`config.mk`:
```
export PLATFORM = sky130hd
export DESIGN_NAME = tlss_top
export DESIGN_NICKNAME = d
export VERILOG_FILES = /design/src/rtl/tlss_pkg.sv /design/src/rtl/tlss_unit.sv /design/src/rtl/tlss_top.sv
export SDC_FILE = /design/constraint.sdc
export NUM_CORES = 1
export LEC_CHECK = 0
export ABC_AREA = 1
export BUFFER_PORTS_ARGS = -buffer_cell sky130_fd_sc_hd__buf_2
export CORE_UTILIZATION = 40
export DETAILED_ROUTE_END_ITERATION = 6
export PLACE_DENSITY = 0.68
export SKIP_CTS_REPAIR_TIMING = 1
export SLEW_MARGIN = 20
export SYNTH_ARGS = -nofsm -noshare
export SYNTH_HDL_FRONTEND = slang
export SYNTH_SLANG_ARGS = --single-unit
export TNS_END_PERCENT = 100
```
`constraint.sdc`:
```
create_clock -name clk -period 4.9 [get_ports clk]
set_clock_uncertainty 0.2 [all_clocks]
set_input_delay 0.49 -clock clk [delete_from_list [all_inputs] [get_ports clk]]
set_output_delay 0.49 -clock clk [all_outputs]
set_load 0.03 [all_outputs]
```
`src/rtl/tlss_pkg.sv`:
```
package tlss_pkg;

  localparam int unsigned TLSS_UNITS = 8;

  // Clock and faceplate indicator timing
  localparam int unsigned TLSS_CLK_HZ = 100_000_000;
  localparam int unsigned TLSS_LED_HALF_MS = 250;
  localparam int unsigned TLSS_LED_HALF_CYC = TLSS_LED_HALF_MS * (TLSS_CLK_HZ / 1000);
  localparam int unsigned TLSS_LED_FLASHES = 3;

  // Software command opcodes
  localparam logic [3:0] TLSS_OP_CONFIG = 4'h1;
  localparam logic [3:0] TLSS_OP_SEIZE = 4'h2;
  localparam logic [3:0] TLSS_OP_ANSWER = 4'h3;
  localparam logic [3:0] TLSS_OP_RELEASE = 4'h4;
  localparam logic [3:0] TLSS_OP_PAD = 4'h5;
  localparam logic [3:0] TLSS_OP_UNIT_DIS = 4'h6;
  localparam logic [3:0] TLSS_OP_UNIT_EN = 4'h7;
  localparam logic [3:0] TLSS_OP_CARD_EN = 4'h8;
  localparam logic [3:0] TLSS_OP_CARD_DIS = 4'h9;

  // Configuration byte field positions
  localparam int unsigned TLSS_CFG_BATT = 0;
  localparam int unsigned TLSS_CFG_BUSY = 1;
  localparam int unsigned TLSS_CFG_REV = 2;
  localparam int unsigned TLSS_CFG_ALAW = 3;
  localparam int unsigned TLSS_CFG_PAD = 0;
  localparam logic [3:0] TLSS_CFG_RESET = 4'h0;

  // Event message codes
  localparam logic [2:0] TLSS_EV_ANSWER_ACK = 3'h1;
  localparam logic [2:0] TLSS_EV_SEIZE_ACK = 3'h2;
  localparam logic [2:0] TLSS_EV_POL_REV = 3'h3;
  localparam logic [2:0] TLSS_EV_DISCONNECT = 3'h4;
  localparam logic [2:0] TLSS_EV_RELEASE_CONF = 3'h5;
  localparam logic [2:0] TLSS_EV_METER = 3'h6;

  typedef enum logic [2:0]
  {
    TLSS_U_IDLE = 3'b000,
    TLSS_U_RINGING = 3'b001,
    TLSS_U_SEIZED = 3'b010,
    TLSS_U_TALK = 3'b011,
    TLSS_U_CLEARED = 3'b100
  } tlss_unit_state_t;

  typedef enum logic [2:0]
  {
    TLSS_L_TEST = 3'b000,
    TLSS_L_FLASH = 3'b001,
    TLSS_L_HOLD = 3'b010,
    TLSS_L_OFF = 3'b011,
    TLSS_L_FAIL = 3'b100
  } tlss_led_state_t;

endpackage

```
`src/rtl/tlss_unit.sv`:
```
`timescale 1ns/10ps
`default_nettype none
module tlss_unit
  import tlss_pkg::*;
#(
  parameter bit METER_EQUIPPED = 1'b1
)
(
  input wire logic clk,
  input wire logic reset_n,
  input wire logic unit_on,
  input wire logic ring_sense,
  input wire logic polarity,
  input wire logic busy_tone,
  input wire logic meter_tone,
  input wire logic cfg_batt_sup,
  input wire logic cfg_busy_det,
  input wire logic cfg_rev_det,
  input wire logic do_seize,
  input wire logic do_answer,
  input wire logic do_release,
  input wire logic ev_ack,
  output logic ring_detector_connect,
  output logic loop_close,
  output logic unit_idle,
  output logic ev_valid,
  output logic [2:0] ev_code
);

  tlss_unit_state_t state_q, state_d;
  logic pol_q, pol_d;
  logic rev_clear_q, rev_clear_d;
  logic meter_prev_q;
  logic ev_valid_q, ev_valid_d;
  logic [2:0] ev_code_q, ev_code_d;
  logic raise;
  logic ring_q, loop_q;

  wire pol_flip = polarity != pol_q;
  wire meter_rise = METER_EQUIPPED && meter_tone && !meter_prev_q;

  // Supervision sequence; unless the unit is off, no move while a message waits to be queued
  always_comb
  begin
    state_d = state_q;
    pol_d = pol_q;
    rev_clear_d = rev_clear_q;
    raise = 1'b0;
    ev_code_d = ev_code_q;
    if (!unit_on)
    begin
      state_d = TLSS_U_IDLE;
      rev_clear_d = 1'b0;
    end
    else if (!ev_valid_q)
    begin
      case (state_q)
        TLSS_U_IDLE:
        begin
          if (do_seize)
          begin
            state_d = TLSS_U_SEIZED;
            pol_d = polarity;
            raise = cfg_batt_sup;
            ev_code_d = TLSS_EV_SEIZE_ACK;
          end
          else if (ring_sense)
            state_d = TLSS_U_RINGING;
        end
        TLSS_U_RINGING:
        begin
          if (do_answer)
          begin
            state_d = TLSS_U_TALK;
            pol_d = polarity;
            raise = cfg_batt_sup;
            ev_code_d = TLSS_EV_ANSWER_ACK;
          end
          else if (do_release)
            state_d = TLSS_U_IDLE;
        end
        TLSS_U_SEIZED, TLSS_U_TALK:
        begin
          if (do_release)
          begin
            state_d = TLSS_U_IDLE;
            raise = cfg_batt_sup;
            ev_code_d = TLSS_EV_RELEASE_CONF;
          end
          else if (busy_tone && cfg_busy_det)
          begin
            state_d = TLSS_U_CLEARED;
            raise = 1'b1;
            ev_code_d = TLSS_EV_DISCONNECT;
          end
          else if (pol_flip && state_q == TLSS_U_SEIZED)
          begin
            state_d = TLSS_U_TALK;
            pol_d = polarity;
            raise = cfg_batt_sup;
            ev_code_d = TLSS_EV_POL_REV;
          end
          else if (pol_flip && cfg_rev_det)
          begin
            state_d = TLSS_U_CLEARED;
            pol_d = polarity;
            rev_clear_d = 1'b1;
            raise = 1'b1;
            ev_code_d = TLSS_EV_DISCONNECT;
          end
          else if (meter_rise)
          begin
            raise = 1'b1;
            ev_code_d = TLSS_EV_METER;
          end
        end
        TLSS_U_CLEARED:
        begin
          if (do_release)
          begin
            state_d = TLSS_U_IDLE;
            rev_clear_d = 1'b0;
            raise = rev_clear_q || cfg_batt_sup;
            ev_code_d = TLSS_EV_RELEASE_CONF;
          end
        end
        default:
          state_d = TLSS_U_IDLE;
      endcase
    end
  end

  assign ev_valid_d = raise || (ev_valid_q && !ev_ack);

  // State, polarity latch, message holding and line relays
  always_ff @(posedge clk or negedge reset_n)
  begin
    if (!reset_n)
    begin
      state_q <= TLSS_U_IDLE;
      pol_q <= 1'b0;
      rev_clear_q <= 1'b0;
      meter_prev_q <= 1'b0;
      ev_valid_q <= 1'b0;
      ev_code_q <= 3'h0;
      ring_q <= 1'b1;
      loop_q <= 1'b0;
    end
    else
    begin
      state_q <= state_d;
      pol_q <= pol_d;
      rev_clear_q <= rev_clear_d;
      meter_prev_q <= meter_tone;
      ev_valid_q <= ev_valid_d;
      ev_code_q <= ev_code_d;
      ring_q <= (state_d == TLSS_U_IDLE) || (state_d == TLSS_U_RINGING);
      loop_q <= !((state_d == TLSS_U_IDLE) || (state_d == TLSS_U_RINGING));
    end
  end

  assign ring_detector_connect = ring_q;
  assign loop_close = loop_q;
  assign unit_idle = (state_q == TLSS_U_IDLE);
  assign ev_valid = ev_valid_q;
  assign ev_code = ev_code_q;

endmodule
`default_nettype wire

```
`src/rtl/tlss_top.sv`:
```
`timescale 1ns/10ps
`default_nettype none
module tlss_top
  import tlss_pkg::*;
#(
  parameter bit METER_EQUIPPED = 1'b1,
  parameter int unsigned QUEUE_DEPTH = 8,
  parameter int unsigned LED_HALF_CYCLES = TLSS_LED_HALF_CYC,
  parameter logic [31:0] CARD_SERIAL = 32'h0000_0001,
  parameter logic [7:0] FIRMWARE_LEVEL = 8'h01
)
(
  input wire logic clk,
  input wire logic reset_n,
  input wire logic [7:0] ring_sense_pin,
  input wire logic [7:0] polarity_pin,
  input wire logic [7:0] busy_tone_pin,
  input wire logic [7:0] metering_pulse_detect,
  input wire logic cmd_valid,
  output logic cmd_ready,
  input wire logic [3:0] cmd_op,
  input wire logic [2:0] cmd_unit,
  input wire logic [7:0] cmd_data,
  output logic msg_valid,
  input wire logic msg_ready,
  output logic [2:0] msg_unit,
  output logic [2:0] msg_code,
  input wire logic selftest_done,
  input wire logic selftest_pass,
  output logic selftest_run,
  output logic led_red,
  output logic card_enabled,
  output logic [7:0] unit_enabled,
  output logic [7:0] ring_detector_connect,
  output logic [7:0] loop_close,
  output logic [7:0] compand_alaw,
  output logic [7:0] pad_insert,
  output logic [31:0] card_serial,
  output logic [7:0] firmware_level,
  output logic metering_equipped
);

  localparam int unsigned PW = (QUEUE_DEPTH > 1) ? $clog2(QUEUE_DEPTH) : 1;
  localparam logic [PW:0] DEPTH_CNT = (PW + 1)'(QUEUE_DEPTH);
  localparam logic [PW-1:0] LAST_SLOT = PW'(QUEUE_DEPTH - 1);
  localparam logic [2:0] FLASH_HALVES = 3'(2 * TLSS_LED_FLASHES);
  localparam logic [31:0] HALF_LAST = 32'(LED_HALF_CYCLES - 1);

  // First stage of the line sense pins may go metastable; only the second stage reads it
  logic [31:0] pin_meta_q, pin_sync_q;
  always_ff @(posedge clk or negedge reset_n)
  begin
    if (!reset_n)
      pin_meta_q <= 32'h0;
    else
      pin_meta_q <= {metering_pulse_detect, busy_tone_pin, polarity_pin, ring_sense_pin};
  end

  // Second stage feeds the unit logic
  always_ff @(posedge clk or negedge reset_n)
  begin
    if (!reset_n)
      pin_sync_q <= 32'h0;
    else
      pin_sync_q <= pin_meta_q;
  end

  wire [7:0] ring_s = pin_sync_q[7:0];
  wire [7:0] pol_s = pin_sync_q[15:8];
  wire [7:0] busy_s = pin_sync_q[23:16];
  wire [7:0] meter_s = pin_sync_q[31:24];

  // Command decode; a unit with a message waiting holds off its seize, answer and release commands
  logic [7:0] ev_valid;
  logic [2:0] ev_code [TLSS_UNITS];
  logic [7:0] unit_idle;
  wire [7:0] sel = 8'h01 << cmd_unit;
  wire unit_op = (cmd_op == TLSS_OP_SEIZE) || (cmd_op == TLSS_OP_ANSWER) || (cmd_op == TLSS_OP_RELEASE);
  assign cmd_ready = !(unit_op && ev_valid[cmd_unit]);
  wire take = cmd_valid && cmd_ready;
  wire [7:0] do_seize = (take && cmd_op == TLSS_OP_SEIZE) ? sel : 8'h00;
  wire [7:0] do_answer = (take && cmd_op == TLSS_OP_ANSWER) ? sel : 8'h00;
  wire [7:0] do_release = (take && cmd_op == TLSS_OP_RELEASE) ? sel : 8'h00;
  wire do_cfg = take && (cmd_op == TLSS_OP_CONFIG);
  wire do_pad = take && (cmd_op == TLSS_OP_PAD);

  // Unit and card enable commands
  wire do_unit_dis = take && (cmd_op == TLSS_OP_UNIT_DIS);
  wire do_unit_en = take && (cmd_op == TLSS_OP_UNIT_EN);
  wire do_card_en = take && (cmd_op == TLSS_OP_CARD_EN);
  wire do_card_dis = take && (cmd_op == TLSS_OP_CARD_DIS);

  // Per unit settings come only from software messages
  logic [7:0] batt_q, busy_q, rev_q, alaw_q, pad_q, unit_dis_q;
  logic card_en_q;
  always_ff @(posedge clk or negedge reset_n)
  begin
    if (!reset_n)
    begin
      batt_q <= {8{TLSS_CFG_RESET[TLSS_CFG_BATT]}};
      busy_q <= {8{TLSS_CFG_RESET[TLSS_CFG_BUSY]}};
      rev_q <= {8{TLSS_CFG_RESET[TLSS_CFG_REV]}};
      alaw_q <= {8{TLSS_CFG_RESET[TLSS_CFG_ALAW]}};
    end
    else if (do_cfg)
    begin
      batt_q[cmd_unit] <= cmd_data[TLSS_CFG_BATT];
      busy_q[cmd_unit] <= cmd_data[TLSS_CFG_BUSY];
      rev_q[cmd_unit] <= cmd_data[TLSS_CFG_REV];
      alaw_q[cmd_unit] <= cmd_data[TLSS_CFG_ALAW];
    end
  end

  // Loss pad per call; dropped once the unit is idle so the next call starts without it
  always_ff @(posedge clk or negedge reset_n)
  begin
    if (!reset_n)
      pad_q <= 8'h00;
    else if (do_pad)
      pad_q[cmd_unit] <= cmd_data[TLSS_CFG_PAD];
    else
      pad_q <= pad_q & ~unit_idle;
  end

  // Unit disable and card enable, each under its own command
  always_ff @(posedge clk or negedge reset_n)
  begin
    if (!reset_n)
    begin
      unit_dis_q <= 8'h00;
      card_en_q <= 1'b0;
    end
    else
    begin
      if (do_unit_dis)
        unit_dis_q[cmd_unit] <= 1'b1;
      if (do_unit_en)
        unit_dis_q[cmd_unit] <= 1'b0;
      if (do_card_en)
        card_en_q <= 1'b1;
      if (do_card_dis)
        card_en_q <= 1'b0;
    end
  end

  wire [7:0] unit_on = {8{card_en_q}} & ~unit_dis_q;

  // Eight independent supervision machines
  logic [7:0] ev_ack;
  for (genvar i = 0; i < TLSS_UNITS; i++)
  begin : g_unit
    tlss_unit #(
      .METER_EQUIPPED(METER_EQUIPPED)
    ) u_unit (
      .clk(clk),
      .reset_n(reset_n),
      .unit_on(unit_on[i]),
      .ring_sense(ring_s[i]),
      .polarity(pol_s[i]),
      .busy_tone(busy_s[i]),
      .meter_tone(meter_s[i]),
      .cfg_batt_sup(batt_q[i]),
      .cfg_busy_det(busy_q[i]),
      .cfg_rev_det(rev_q[i]),
      .do_seize(do_seize[i]),
      .do_answer(do_answer[i]),
      .do_release(do_release[i]),
      .ev_ack(ev_ack[i]),
      .ring_detector_connect(ring_detector_connect[i]),
      .loop_close(loop_close[i]),
      .unit_idle(unit_idle[i]),
      .ev_valid(ev_valid[i]),
      .ev_code(ev_code[i])
    );
  end

  // Lowest numbered waiting unit goes into the queue first
  logic [PW:0] count_q;
  logic [PW-1:0] wr_q, rd_q;
  logic [2:0] q_unit_q [QUEUE_DEPTH];
  logic [2:0] q_code_q [QUEUE_DEPTH];
  logic [2:0] grant_idx;
  logic grant_any;
  always_comb
  begin
    grant_idx = 3'h0;
    grant_any = 1'b0;
    for (int k = TLSS_UNITS - 1; k >= 0; k--)
    begin
      if (ev_valid[k])
      begin
        grant_idx = 3'(k);
        grant_any = 1'b1;
      end
    end
  end

  wire q_full = (count_q == DEPTH_CNT);
  wire push = grant_any && !q_full;
  wire pop = msg_valid && msg_ready;
  assign ev_ack = push ? (8'h01 << grant_idx) : 8'h00;

  // Next slot, wrapping at the last one so any depth works
  wire [PW-1:0] wr_next = (wr_q == LAST_SLOT) ? '0 : wr_q + 1'b1;
  wire [PW-1:0] rd_next = (rd_q == LAST_SLOT) ? '0 : rd_q + 1'b1;

  // Message queue storage in flops, written in event order
  always_ff @(posedge clk or negedge reset_n)
  begin
    if (!reset_n)
    begin
      for (int k = 0; k < QUEUE_DEPTH; k++)
      begin
        q_unit_q[k] <= 3'h0;
        q_code_q[k] <= 3'h0;
      end
    end
    else if (push)
    begin
      q_unit_q[wr_q] <= grant_idx;
      q_code_q[wr_q] <= ev_code[grant_idx];
    end
  end

  // Write and read pointers
  always_ff @(posedge clk or negedge reset_n)
  begin
    if (!reset_n)
    begin
      wr_q <= '0;
      rd_q <= '0;
    end
    else
    begin
      if (push)
        wr_q <= wr_next;
      if (pop)
        rd_q <= rd_next;
    end
  end

  // Entry count; a push and a pop together leave it unchanged
  always_ff @(posedge clk or negedge reset_n)
  begin
    if (!reset_n)
      count_q <= '0;
    else if (push && !pop)
      count_q <= count_q + 1'b1;
    else if (pop && !push)
      count_q <= count_q - 1'b1;
  end

  assign msg_valid = (count_q != '0);
  assign msg_unit = q_unit_q[rd_q];
  assign msg_code = q_code_q[rd_q];

  // Faceplate indicator: test, three flashes, lit until card enabled
  tlss_led_state_t led_q, led_d;
  logic [31:0] half_cnt_q;
  logic [2:0] halves_q;
  logic led_on_q;
  wire half_end = (half_cnt_q == HALF_LAST);
  wire in_flash = (led_q == TLSS_L_FLASH);
  wire last_half = half_end && (halves_q == FLASH_HALVES - 3'h1);

  always_comb
  begin
    led_d = led_q;
    case (led_q)
      TLSS_L_TEST:
      begin
        if (selftest_done)
          led_d = selftest_pass ? TLSS_L_FLASH : TLSS_L_FAIL;
      end
      TLSS_L_FLASH:
      begin
        if (last_half)
          led_d = TLSS_L_HOLD;
      end
      TLSS_L_HOLD:
      begin
        if (card_en_q)
          led_d = TLSS_L_OFF;
      end
      TLSS_L_OFF:
      begin
        if (!card_en_q)
          led_d = TLSS_L_HOLD;
      end
      TLSS_L_FAIL:
        led_d = TLSS_L_FAIL;
      default:
        led_d = TLSS_L_TEST;
    endcase
  end

  // Indicator state register
  always_ff @(posedge clk or negedge reset_n)
  begin
    if (!reset_n)
      led_q <= TLSS_L_TEST;
    else
      led_q <= led_d;
  end

  // Cycles within one flash half
  always_ff @(posedge clk or negedge reset_n)
  begin
    if (!reset_n)
      half_cnt_q <= 32'h0;
    else if (in_flash && !half_end)
      half_cnt_q <= half_cnt_q + 32'h1;
    else
      half_cnt_q <= 32'h0;
  end

  // Flash halves completed, cleared outside the flash phase
  always_ff @(posedge clk or negedge reset_n)
  begin
    if (!reset_n)
      halves_q <= 3'h0;
    else if (in_flash && half_end)
      halves_q <= halves_q + 3'h1;
    else if (!in_flash)
      halves_q <= 3'h0;
  end

  // Even halves dark, odd halves lit, so each flash is a gap then a glow; outside the flash, dark only on an enabled card
  always_ff @(posedge clk or negedge reset_n)
  begin
    if (!reset_n)
      led_on_q <= 1'b1;
    else if (led_d == TLSS_L_FLASH)
      led_on_q <= in_flash ? (half_end ? !halves_q[0] : led_on_q) : 1'b0;
    else
      led_on_q <= (led_d != TLSS_L_OFF);
  end

  assign led_red = led_on_q;
  assign selftest_run = (led_q == TLSS_L_TEST);

  // Card and unit status
  assign card_enabled = card_en_q;
  assign unit_enabled = unit_on;
  assign compand_alaw = alaw_q;
  assign pad_insert = pad_q;

  // Identification, fixed per build
  assign card_serial = CARD_SERIAL;
  assign firmware_level = FIRMWARE_LEVEL;
  assign metering_equipped = METER_EQUIPPED;

endmodule
`default_nettype wire

```
### After elaboration in Yosys (flattened, before gate mapping)

Cells that the tools add are included.
W data, S select, Z words.

| word-level totals | value |
|---|---|
| flip-flop bits (word level) | 306 |
| bits of input ports | 53 |
| output and inout bits | 92 |
| logic and storage cells | 925 |

| operators by class | value |
|---|---|
| $add $sub $neg | 6 |
| magnitude comparators | 6 |
| eq/ne operators | 182 |
| shift-type cells | 2 |
| muxes and demuxes | 431 |
| bitwise gates (word level) | 18 |
| reduce and logical (&&, ||, !) cells | 184 |

Operator list:

| operator | number |
|---|---|
| $mux W3 | 168 |
| $mux W1 | 199 |
| $pmux W3 S4 | 16 |
| $reduce_and A7 Y1 | 16 |
| $ne A3 B3 Y1 const B | 33 |
| $ne A2 B2 Y1 const B | 48 |
| $reduce_and A8 Y1 | 8 |
| $logic_and A1 B1 Y1 | 60 |
| $mux W8 | 7 |
| $eq A3 B1 Y1 const B | 18 |
| $eq A3 B2 Y1 const B | 18 |
| $logic_not A3 Y1 | 17 |
| $bwmux W24 | 2 |
| $ne A3 B1 Y1 const B | 16 |
| $ne A6 B2 Y1 const B | 8 |
| $bwmux W8 | 5 |
| $eq A3 B3 Y1 const B | 12 |
| $reduce_bool A4 Y1 | 9 |
| $add A32 B1 Y32 const B | 1 |
| $eq A32 B25 Y1 const B | 1 |
| $mux W32 | 1 |
| $pmux W1 S4 | 8 |
| $logic_not A1 Y1 | 30 |
| $bmux W3 S3 | 3 |
| other kinds (31) | 125 |

### Logic depth before layout (Yosys ltp)

Gate-level depths: netlist (run 1).

| depth | value |
|---|---|
| word-level depth | 16 |
| gate-level depth with buffers | 18 |

### Hierarchy

A second synthesis (run 1) with hierarchy kept.

| second synthesis, totals | value |
|---|---|
| cells, all modules | 2236 |
| area total of the unflattened synthesis | 16895.0 um^2 |

By module, submodules not included:

| module | instances | cells each | area an instance (um^2) | sequential area each (um^2) |
|---|---|---|---|---|
| tlss_top | 1 | 1129 | 9846.9 | 5256.3 |
| tlss_unit (g_unit[2].u_unit ...) | 6 | 139 | 879.6 | 301.5 |
| tlss_unit (g_unit[1].u_unit) | 1 | 134 | 894.6 | 301.5 |
| tlss_unit (g_unit[0].u_unit) | 1 | 139 | 875.8 | 301.5 |

### Least setup slack after synthesis (run 1)

No wires, ideal clock.

| timing | value |
|---|---|
| kind | register to register |
| start | register g_unit[2].u_unit.ev_valid_q |
| end | register count_q[3] |
| library setup time | 0.121 ns |
| arrival | 2.250 ns |
| data required time | 4.579 ns |
| path slack | 2.329 ns |
| cell stages (with the launch flop) | 16 |
| buffers on the path | 0 |
| cell sequence | dfrtp_1 > inv_1 > nand2_1 > nor3_2 > inv_1 > nor4_1 > nor2_2 > ha_1 > inv_1 > ha_1 > a21o_1 > a21oi_1 > nor2_1 > nor2_1 > nand2_1 > xor2_1 |

| on the way | value |
|---|---|
| word-level cells in the longest chain between the ends | 7 |
| elaborated cells between the ends (all ways) | 9 |
| those cells by class | mux: 4; reduce/logical: 5 |

RTL lines:

| element | line | RTL |
|---|---|---|
| from (decl) | tlss_unit.sv:34 | `logic ev_valid_q, ev_valid_d;` |
| from (signal assigned) | tlss_unit.sv:155 | `ev_valid_q <= ev_valid_d;` |
| $mux W1 (*) (3 in series) | tlss_top.sv:190 | `if (ev_valid[k])` |
| $logic_and A1 B1 Y1 (*) | tlss_top.sv:199 | `wire push = grant_any && !q_full;` |
| named net push | tlss_top.sv:199 |  |
| $logic_not A1 Y1 | tlss_top.sv:249 | `else if (pop && !push)` |
| $logic_and A1 B1 Y1 | tlss_top.sv:249 |  |
| $reduce_bool A2 Y1 (no line) | n/a |  |
| to (signal assigned) | tlss_top.sv:248 | `count_q <= count_q + 1'b1;` |
| to (signal assigned) | tlss_top.sv:250 | `count_q <= count_q - 1'b1;` |
| to (decl) | tlss_top.sv:178 | `logic [PW:0] count_q;` |

The timed path passes the listed nets; every way through them passes the cells marked *.
A chain may end at the register's enable or synchronous reset.

### Worst setup path after layout (run 1)

| timing | value |
|---|---|
| start | register rd_q[0] |
| end | output port msg_code[0] |

| on the way | value |
|---|---|
| word-level cells in the longest chain between the ends | 4 |

RTL lines:

| element | line | RTL |
|---|---|---|
| from (decl) | tlss_top.sv:179 | `logic [PW-1:0] wr_q, rd_q;` |
| from (signal assigned) | tlss_top.sv:238 | `rd_q <= rd_next;` |
| $not A3 Y4 (implied by the code) | tlss_top.sv:255 | `assign msg_code = q_code_q[rd_q];` |
| $bmux W3 S3 | tlss_top.sv:255 |  |
| $mux W3 (implied by the code) (2 in series) | tlss_top.sv:255 |  |
| to (decl) | tlss_top.sv:27 | `output logic [2:0] msg_code,` |

No other way between the ends. The select of a mux whose other input is x is not followed.

==> results.json, run 1 <==
{
  "worst-slew-pin-transition_ps": 905.5,
  "power_w": 0.009090,
  "antenna_found_initial": 1,
  "core.rowCount": 72,
  "avgSynthCellArea_um2": 7.715,
  "synth-async-reset-ratio_pct": 100.0,
  "hold_depth": 3,
  "root_buffer": "clkbuf_16",
  "place_area_um2": 16600,
  "fin_crit_sh_pct": 71.98,
  "cts_buffers": 36,
  "p_clk_share_pct": 29.3,
  "ir_drop_v": 0.0003495,
  "start_kind": "register",
  "synth_edf_count": 0,
  "synth_warnings": 0,
  "final_cell_mix": "nand2_1 (567), dfrtp_1 (297), nor2_1 (274), inv_1 (204), o21ai_0 (146)",
  "hold_viol": 0,
  "met1_usage_pct": 28.74,
  "power.switching_w": 0.003617,
  "final_layout_size_suffix_gt1_share_pct": 10.68,
  "power.leakage_nw": 9.089,
  "intPower_w": 0.005473,
  "wl_per_cell_um": 15.52,
  "clk_latency_ps": 540,
  "ys.flop_type": "dfrtp_1",
  "slew_headroom_pct": 39.63,
  "yosysUniqueCellTypes": 52,
  "cp.arrival_ps": 2840,
  "clockBufferDepth": 3,
  "endpoint_kind": "output pin",
  "hpwl_um": 30010,
  "synth_area_um2": 15870,
  "crit_fanout": 26,
  "n_fill_cell": 3845,
  "cts_tree": "done",
  "rr_worst_depth": 14,
  "critPathKind": "register to output pin",
  "grt_use_met3_pct": 4.049,
  "grt_pass1_vias": 13268,
  "dp_slack_ps": 1615,
  "die_w_um": 201.2,
  "busiest_layer": "met2",
  "r2r-start": "g_unit[4].u_unit.ev_valid",
  "ant_nets": 0,
  "route.detailed.drc": 0,
  "routed-via-count": 13954,
  "io_buffer_count": 99,
  "synthCells": 2057,
  "grt-ovfl-total": 0,
  "first_pass_iters": 5,
  "setup_viol": 0,
  "swShare_pct": 39.79,
  "core-area_um2": 38920,
  "drv_slew": 0,
  "grt_pass1_wl_um": 68890,
  "grt_max_degree": 120,
  "fin_ws_ps": 1373,
  "fin_crit_ps": 3527,
  "status": "completed",
  "clock-sinks": 306,
  "initial_utilization_pct": 40.78,
  "routed_wl_um": 42210,
  "rsz0062_at_grt": "false",
  "final_common_cell": "nand2_1",
  "drt_iter0_markers": 932,
  "hp-start": "selftest_done",
  "ys_seq_area_share_pct": 48.32,
  "fmax_mhz": 283.5,
  "path_clk_slew_ps": 60,
  "die_height_um": 201.2,
  "die_area_um2": 40480,
  "area_growth_pct": 14.06,
  "pin_count": 145,
  "place_congestion": 0.9204,
  "grtUsageTotal_pct": 21.12,
  "hp-class": "primary input to register",
  "synthTopCellsByArea": "dfrtp_1 (47%), nand2_1 (13%), nor2_1 (6.5%)",
  "grt.met2_usage_pct": 33.04,
  "fin_area_um2": 18100,
  "required_ps": 4210,
  "fin_setup_tns_ps": 0,
  "pwr-share-comb_pct": 34.2,
  "maxCapViolations": 0,
  "timing.rr.end": "batt_q[7]",
  "hold_path_end": "led_q[2]",
  "power_per_cell_area_nw_per_um2": 502.2,
  "htree_levels": 2,
  "ys_ff_latch": 306,
  "synth_top_area_share_pct": 46.83,
  "r2r_setup_slack_ps": 1550,
  "seqPwrFrac_pct": 36.6,
  "synth.largest_area_cell": "dfrtp_1",
  "layout.nets": 2240,
  "drt-vias-per-instance": 5.132
}
-- area by class of cell --
cell class	count	area (um2)	share of cell area, %
flip-flops and latches	306	7669	42.37
inverters	222	834.6	4.610
clock buffers	47	1003	5.544
well taps	518	648.1	3.581
diodes	1	2.502	0.01382
repair buffers	137	898.4	4.963
multi-input cells	1473	6883	38.02
clock inverters	15	162.7	0.8986
-- cells by family after synthesis --
logic type,count (synthesis),share of synthesized area [%]
and+or+nand+nor,1102,30.05
adders and majority gates,11,0.9145
AOI/OAI and AO/OA,295,10.09
DFF,306,48.32
buffers and inverters,317,9.232
xor gates and xnor gates,23,1.269
other,2,0.04732
muxes,1,0.07095
-- worst max-delay path, stage by stage, from the launching register on --
cell	delay (ps)
dfrtp_1	890
inv_1	590
o21ai_0	300
o22ai_1	130
nor2_1	110
a31oi_1	70
buf_2	220
-- per-layer routing --
layer / vias to the layer above / part of all wire [%]
met5: - / 0
met4: 0 / 3.3
met3: 88 / 6.6
met2: 456 / 45
met1: 6607 / 45
li1: 6803 / -
-- sequential cells by signal (all words and copies together), names as in the netlist, 4 cells and up, named ones only --
| name | cells |
|---|---|
| pin_sync_q | 32 |
| g_unit.u_unit.meter_prev_q | 8 |
| compand_alaw | 8 |
| count_q | 4 |
| q_unit_q | 24 |
| g_unit.u_unit.state_q | 24 |
| g_unit.u_unit.ev_valid | 8 |
| q_code_q | 24 |
| rev_q | 8 |
| half_cnt_q | 32 |
| g_unit.u_unit.pol_q | 8 |
| unit_dis_q | 7 |
| g_unit.u_unit.ring_detector_connect | 8 |
| g_unit.u_unit.ev_code | 24 |
| pad_insert | 8 |
| g_unit.u_unit.rev_clear_q | 8 |
| g_unit.u_unit.loop_close | 8 |
| pin_meta_q | 32 |
| batt_q | 8 |
| busy_q | 8 |
-- power groups by stage --
stage	combinational [W]	clock [W]	sequential [W]
finish	0.00311	0.00266	0.00332
floorplan	0.00230	0	0.00324
detailed placement	0.00305	0	0.00336
CTS	0.00307	0.00274	0.00332
global placement	0.00299	0	0.00334
global route	0.00351	0.00283	0.00337
-- worst max-delay path by stage --
stage,from,endpoint,slack [ps]
3_5_place_dp,g_unit[4].u_unit.ev_valid,batt_q[1],1620
4_1_cts,rd_q[0],msg_code[2],1320
5_1_grt,rd_q[0],msg_unit[2],1120
2_1_floorplan,g_unit[2].u_unit.ev_valid,count_q[3],2330
6_report,rd_q[0],msg_code[0],1370
3_3_place_gp,g_unit[4].u_unit.ev_valid,rev_q[3],1690
-- cell usage after synthesis, types with 11 or more instances --
| cell | instances |
|---|---|
| o211ai_1 | 12 |
| nand2_1 | 567 |
| inv_1 | 204 |
| nor3_1 | 36 |
| clkbuf_1 | 18 |
| nand4_2 | 12 |
| xor2_1 | 12 |
| o21ai_1 | 15 |
| nor2_2 | 13 |
| nand3_1 | 130 |
| buf_4 | 66 |
| xnor2_1 | 11 |
| dfrtp_1 | 297 |
| nand4_1 | 32 |
| inv_2 | 17 |
| a21oi_1 | 78 |
| o22ai_1 | 12 |
| o21ai_0 | 146 |
| nor2_1 | 274 |
-- per-stage QoR --
stage / hold WS [ps] / cells / util [%]
finish: 11.68 / 2719 / 46.51
global route: 4.810 / 2719 / 46.51
CTS: -179.8 / 2685 / 45.66
detailed placement: 134.7 / 2623 / 42.66
global placement: 131.7 / 2623 / 42.66
floorplan: -5.591 / 2096 / -
Power figures use the tool's default switching activity.
==> run 2, diff against run 1 <==
Clock period 4.9 ns to 3.4 ns, I/O delays scaled along.
==> run 2 against run 1 <==
- the flow now finishes with violations (negative hold slack)
- via count barely moved
- clock-buffer cell count rose by 4
- sequential share of layout area fell by 0.74 points
- global-route usage fell by 0.11 points
- die area did not move
- first-iteration DRC count rose by 16%
- sequential power rose by 42%
- clock power rose by 58%
- core utilization rose by 0.82 points
- worst hold slack got worse by 37 ps
- final area rose by 1.8%
==> results.json, run 2 (synthesis gave the netlist of run 1 again) <==
{
  "htree_levels": 2,
  "initial_utilization_pct": 40.78,
  "clk_latency_ps": 540,
  "hold_viol": 1,
  "root_buffer": "clkbuf_16",
  "power.leakage_nw": 9.241,
  "cp.arrival_ps": 2540,
  "drv_slew": 0,
  "hold_slack_ps": -25.26,
  "crit_fanout": 26,
  "wl_per_cell_um": 15.55,
  "start_kind": "register",
  "ir_drop_v": 0.0005148,
  "slew_headroom_pct": 54.12,
  "clockBufferDepth": 3,
  "hpwl_um": 30680,
  "required_ps": 2860,
  "die_height_um": 201.2,
  "ant_nets": 0,
  "fmax_mhz": 325.1,
  "r2r_setup_slack_ps": 380,
  "antenna_found_initial": 1,
  "core.rowCount": 72,
  "setup_viol": 0,
  "pin_count": 145,
  "rsz0062_at_grt": "false",
  "route.detailed.drc": 0,
  "dpl.cell_count": 2639,
  "max_stage_delay_ps": 540,
  "grtUsageTotal_pct": 21.01,
  "reg_top3": "half_cnt_q (32), pin_meta_q (32), pin_sync_q (32)",
  "layout.nets": 2262,
  "instances_no_fill": 2743,
  "core-area_um2": 38920,
  "path_clk_slew_ps": 60,
  "final_common_cell": "nand2_1",
  "fin_crit_ps": 3076,
  "cts_buffers": 37,
  "io_buffer_count": 99,
  "routed-via-count": 13958,
  "fin_crit_sh_pct": 90.46,
  "grt_max_degree": 97,
  "status": "finished with violations",
  "cts_tree": "done",
  "die_area_um2": 40480,
  "crit_slowest_cell": "inv_1",
  "violations": "negative hold slack",
  "die_w_um": 201.2,
  "crit_path_cell_trace": "buf_4 -> inv_1 -> o21ai_0 -> o22ai_1 -> nor2_1 -> a31oi_1 -> buf_2",
  "area_growth_pct": 16.08,
  "routed_wl_um": 42650,
  "critPathKind": "register to output pin",
  "worst-slew-pin-transition_ps": 687.4,
  "place_congestion": 0.9208,
  "fin_area_um2": 18420,
  "clock-sinks": 306,
  "place_area_um2": 16750,
  "grt_pass1_wl_um": 68350,
  "hp-class": "primary input to register",
  "final_cell_mix": "nand2_1 (567), dfrtp_1 (297), nor2_1 (274), inv_1 (204), o21ai_0 (146)",
  "first_pass_iters": 5,
  "grt-ovfl-total": 0,
  "drt-vias-per-instance": 5.089,
  "power_per_cell_area_nw_per_um2": 733.7,
  "endpoint_kind": "output pin",
  "grt_pass1_vias": 13124,
  "final_layout_size_suffix_gt1_share_pct": 11.42,
  "drt_iter0_markers": 1084,
  "fin_setup_tns_ps": 0,
  "maxCapViolations": 0
}
-- run 2: worst paths after layout --
path	from	endpoint	cells after the start
max	rd_q[0]	msg_code[2]	7
min	cmd_op[3]	card_enabled	3
max reg2reg	g_unit[2].u_unit.ev_valid	count_q[3]	15
min reg2reg	pin_meta_q[8]	pin_sync_q[8]	0
max in group asynchronous	reset_n	g_unit[3].u_unit.ring_detector_connect	3
min in group asynchronous	reset_n	g_unit[6].u_unit.loop_close	2
-- run 2: metal layers --
metal,track usage (%),wire length (um),up-vias
li1,-,-,6837
met3,3.466,2609,76
met1,29.17,19560,6625
met4,7.468,1013,0
met2,33.17,19470,420
met5,0,0,-
-- run 2: power breakdown --
part           switching [W]  total [W]  internal [W]
combinational        0.00322    0.00457       0.00135
sequential          0.000458    0.00473       0.00428
clock                0.00158    0.00421       0.00263
-- run 2: final cells by class --
type	instances	area (um2)
diodes	1	2.502
inverters	222	834.6
flip-flops and latches	306	7669
clock buffers	51	1059
repair buffers	158	1094
clock inverters	14	232.7
well taps	518	648.1
fillers	3854	20500
multi-input cells	1473	6883
-- run 2: metrics by stage --
step	worst slack [ps]	total power (W)	hold WS, ps	util (%)
finish	324.3	0.01352	-25.26	47.33
floorplan	828.7	0.007980	-155.6	-
global placement	491.6	0.009193	132.1	43.03
global route	124.8	0.01436	0.4828	47.33
detailed placement	439.3	0.009284	134.7	43.03
CTS	283.4	0.01356	-389.4	46.35
-- run 2: critical path: cells and delay by family (launching register included) --
family | cells | cell delay (ps)
flip-flops | 1 | 360
AND/OR/NAND/NOR | 1 | 60
AO/OA/AOI/OAI | 3 | 580
buffers and inverters | 3 | 1000
==> run 3, diff against run 2 <==
Settings changed: CTS_BUF_LIST set to sky130_fd_sc_hd__clkbuf_4 sky130_fd_sc_hd__clkbuf_8.
==> run 3 against run 2 <==
- the run now ends clean
- die area is the same
- routed wire length rose by 0.24%
- non-clock buffer count grew 8
- global-route usage about the same
- combinational power about the same
- register-to-register slack lost 30 ps
- first-iteration DRC count grew 4.4%
- critical path depth stayed put
- via count rose by 0.87%
- largest power group unchanged
==> results.json, run 3 (synthesis gave the netlist of run 1 again) <==
{
  "grt_pass1_vias": 13161,
  "clk_latency_ps": 650,
  "start_kind": "register",
  "fin_setup_tns_ps": 0,
  "cts_buffers": 54,
  "ir_drop_v": 0.0003391,
  "cts_tree": "done",
  "grt_max_degree": 97,
  "place_congestion": 0.9208,
  "grt-ovfl-total": 0,
  "grt_pass1_wl_um": 68300,
  "grtUsageTotal_pct": 21.02,
  "drt_iter0_markers": 1132,
  "io_buffer_count": 99,
  "crit_family": "buffers and inverters",
  "grt.met2_usage_pct": 32.54,
  "hold_path_end": "unit_dis_q[3]",
  "slew_headroom_pct": 52.21,
  "power.switching_w": 0.005277,
  "busiest_layer": "met2",
  "timing.rr.end": "count_q[3]",
  "intPower_w": 0.007926,
  "area_growth_pct": 16.30,
  "fin_crit_ps": 3192,
  "drt-vias-per-instance": 5.053,
  "drv_slew": 0,
  "pin_count": 145,
  "route.detailed.drc": 0,
  "rr_worst_depth": 15,
  "clock-sinks": 306,
  "core.rowCount": 72,
  "antenna_found_initial": 2,
  "p_clk_share_pct": 29.4,
  "clockBufferDepth": 3,
  "initial_utilization_pct": 40.78,
  "critPathKind": "register to output pin",
  "swShare_pct": 39.97,
  "rsz0062_at_grt": "false",
  "path_clk_slew_ps": 60,
  "layout.nets": 2287,
  "r2r-start": "g_unit[2].u_unit.ev_valid",
  "max_stage_delay_ps": 560,
  "crit_path_cell_trace": "buf_4 -> inv_1 -> o21ai_0 -> o22ai_1 -> nor2_1 -> a31oi_1 -> buf_2",
  "seqPwrFrac_pct": 35.9,
  "hp-start": "cmd_unit[1]",
  "hp-class": "primary input to register",
  "die_area_um2": 40480,
  "die_height_um": 201.2,
  "path_buf_inv": 3,
  "crit_start": "rd_q[0]",
  "r2r_setup_slack_ps": 350,
  "fmax_mhz": 313.3,
  "hpwl_um": 30680,
  "setup_viol": 0,
  "power.leakage_nw": 9.313,
  "final_cell_mix": "nand2_1 (567), dfrtp_1 (297), nor2_1 (274), inv_1 (204), o21ai_0 (146)",
  "status": "completed",
  "fin_area_um2": 18460,
  "final_layout_size_suffix_gt1_share_pct": 13.01,
  "worst-slew-pin-transition_ps": 716.1,
  "final_common_cell": "nand2_1",
  "first_pass_iters": 7,
  "ant_nets": 0,
  "pwr-share-comb_pct": 34.7,
  "wl_per_cell_um": 15.35,
  "crit_fanout": 26,
  "endpoint_kind": "output pin",
  "root_buffer": "clkbuf_8",
  "crit_slowest_cell": "inv_1",
  "place_area_um2": 16750,
  "hold_depth": 4,
  "cp.arrival_ps": 2650,
  "required_ps": 2860,
  "core-area_um2": 38920,
  "htree_levels": 2,
  "die_w_um": 201.2,
  "hold_viol": 0,
  "routed_wl_um": 42760,
  "power_per_cell_area_nw_per_um2": 715.3,
  "grt_use_met3_pct": 4.341,
  "maxCapViolations": 0,
  "fin_crit_sh_pct": 93.89,
  "routed-via-count": 14079,
  "met1_usage_pct": 29.20,
  "reg_top3": "half_cnt_q (32), pin_meta_q (32), pin_sync_q (32)"
}
[run 3: worst max path at each step]
stage	end	slack, ps	cells past startpoint
floorplan	count_q[3]	830	15
global placement	count_q[3]	490	15
detailed placement	count_q[3]	440	15
CTS	msg_code[2]	170	7
global route	msg_code[2]	10	7
finish	msg_code[2]	210	7
[run 3: power by group through the flow]
stage,logic [W],registers [W],clock network [W]
final,0.00458,0.00473,0.00388
after detailed placement,0.00450,0.00478,0
after CTS,0.00452,0.00473,0.00401
after global placement,0.00443,0.00476,0
after global routing,0.00511,0.00481,0.00418
after floorplan,0.00332,0.00467,0
[run 3: tightest hold or removal path, cell delays in order]
cell	delay, ps
buf_2	130
nand2_1	80
nor2_1	120
a21oi_1	140
[run 3: final cells by class]
class,count,area (um2)
timing repair buffer,166,1174
clock buffer,79,1006
antenna,1,2.502
tap,518,648.1
multi-input combinational,1473,6883
clock inverter,21,241.5
inverter,222,834.6
sequential,306,7669
fill,3863,20460
[run 3: per-layer routing]
layer | share of wire, % | up-vias
met2 | 45 | 437
met5 | 0 | -
met4 | 2.1 | 0
met3 | 6.9 | 65
li1 | - | 6904
met1 | 46 | 6673
[run 3: per-stage QoR]
stage	hold slack, ps	cells	utilization (%)	worst slack [ps]	power [W]
global placement	132.1	2639	43.03	491.6	0.009193
detailed placement	134.7	2639	43.03	439.3	0.009284
global route	6.177	2786	47.43	10.90	0.01410
CTS	-516.9	2739	46.24	172.6	0.01325
finish	4.625	2786	47.43	207.8	0.01320
floorplan	-155.6	2096	-	828.7	0.007980
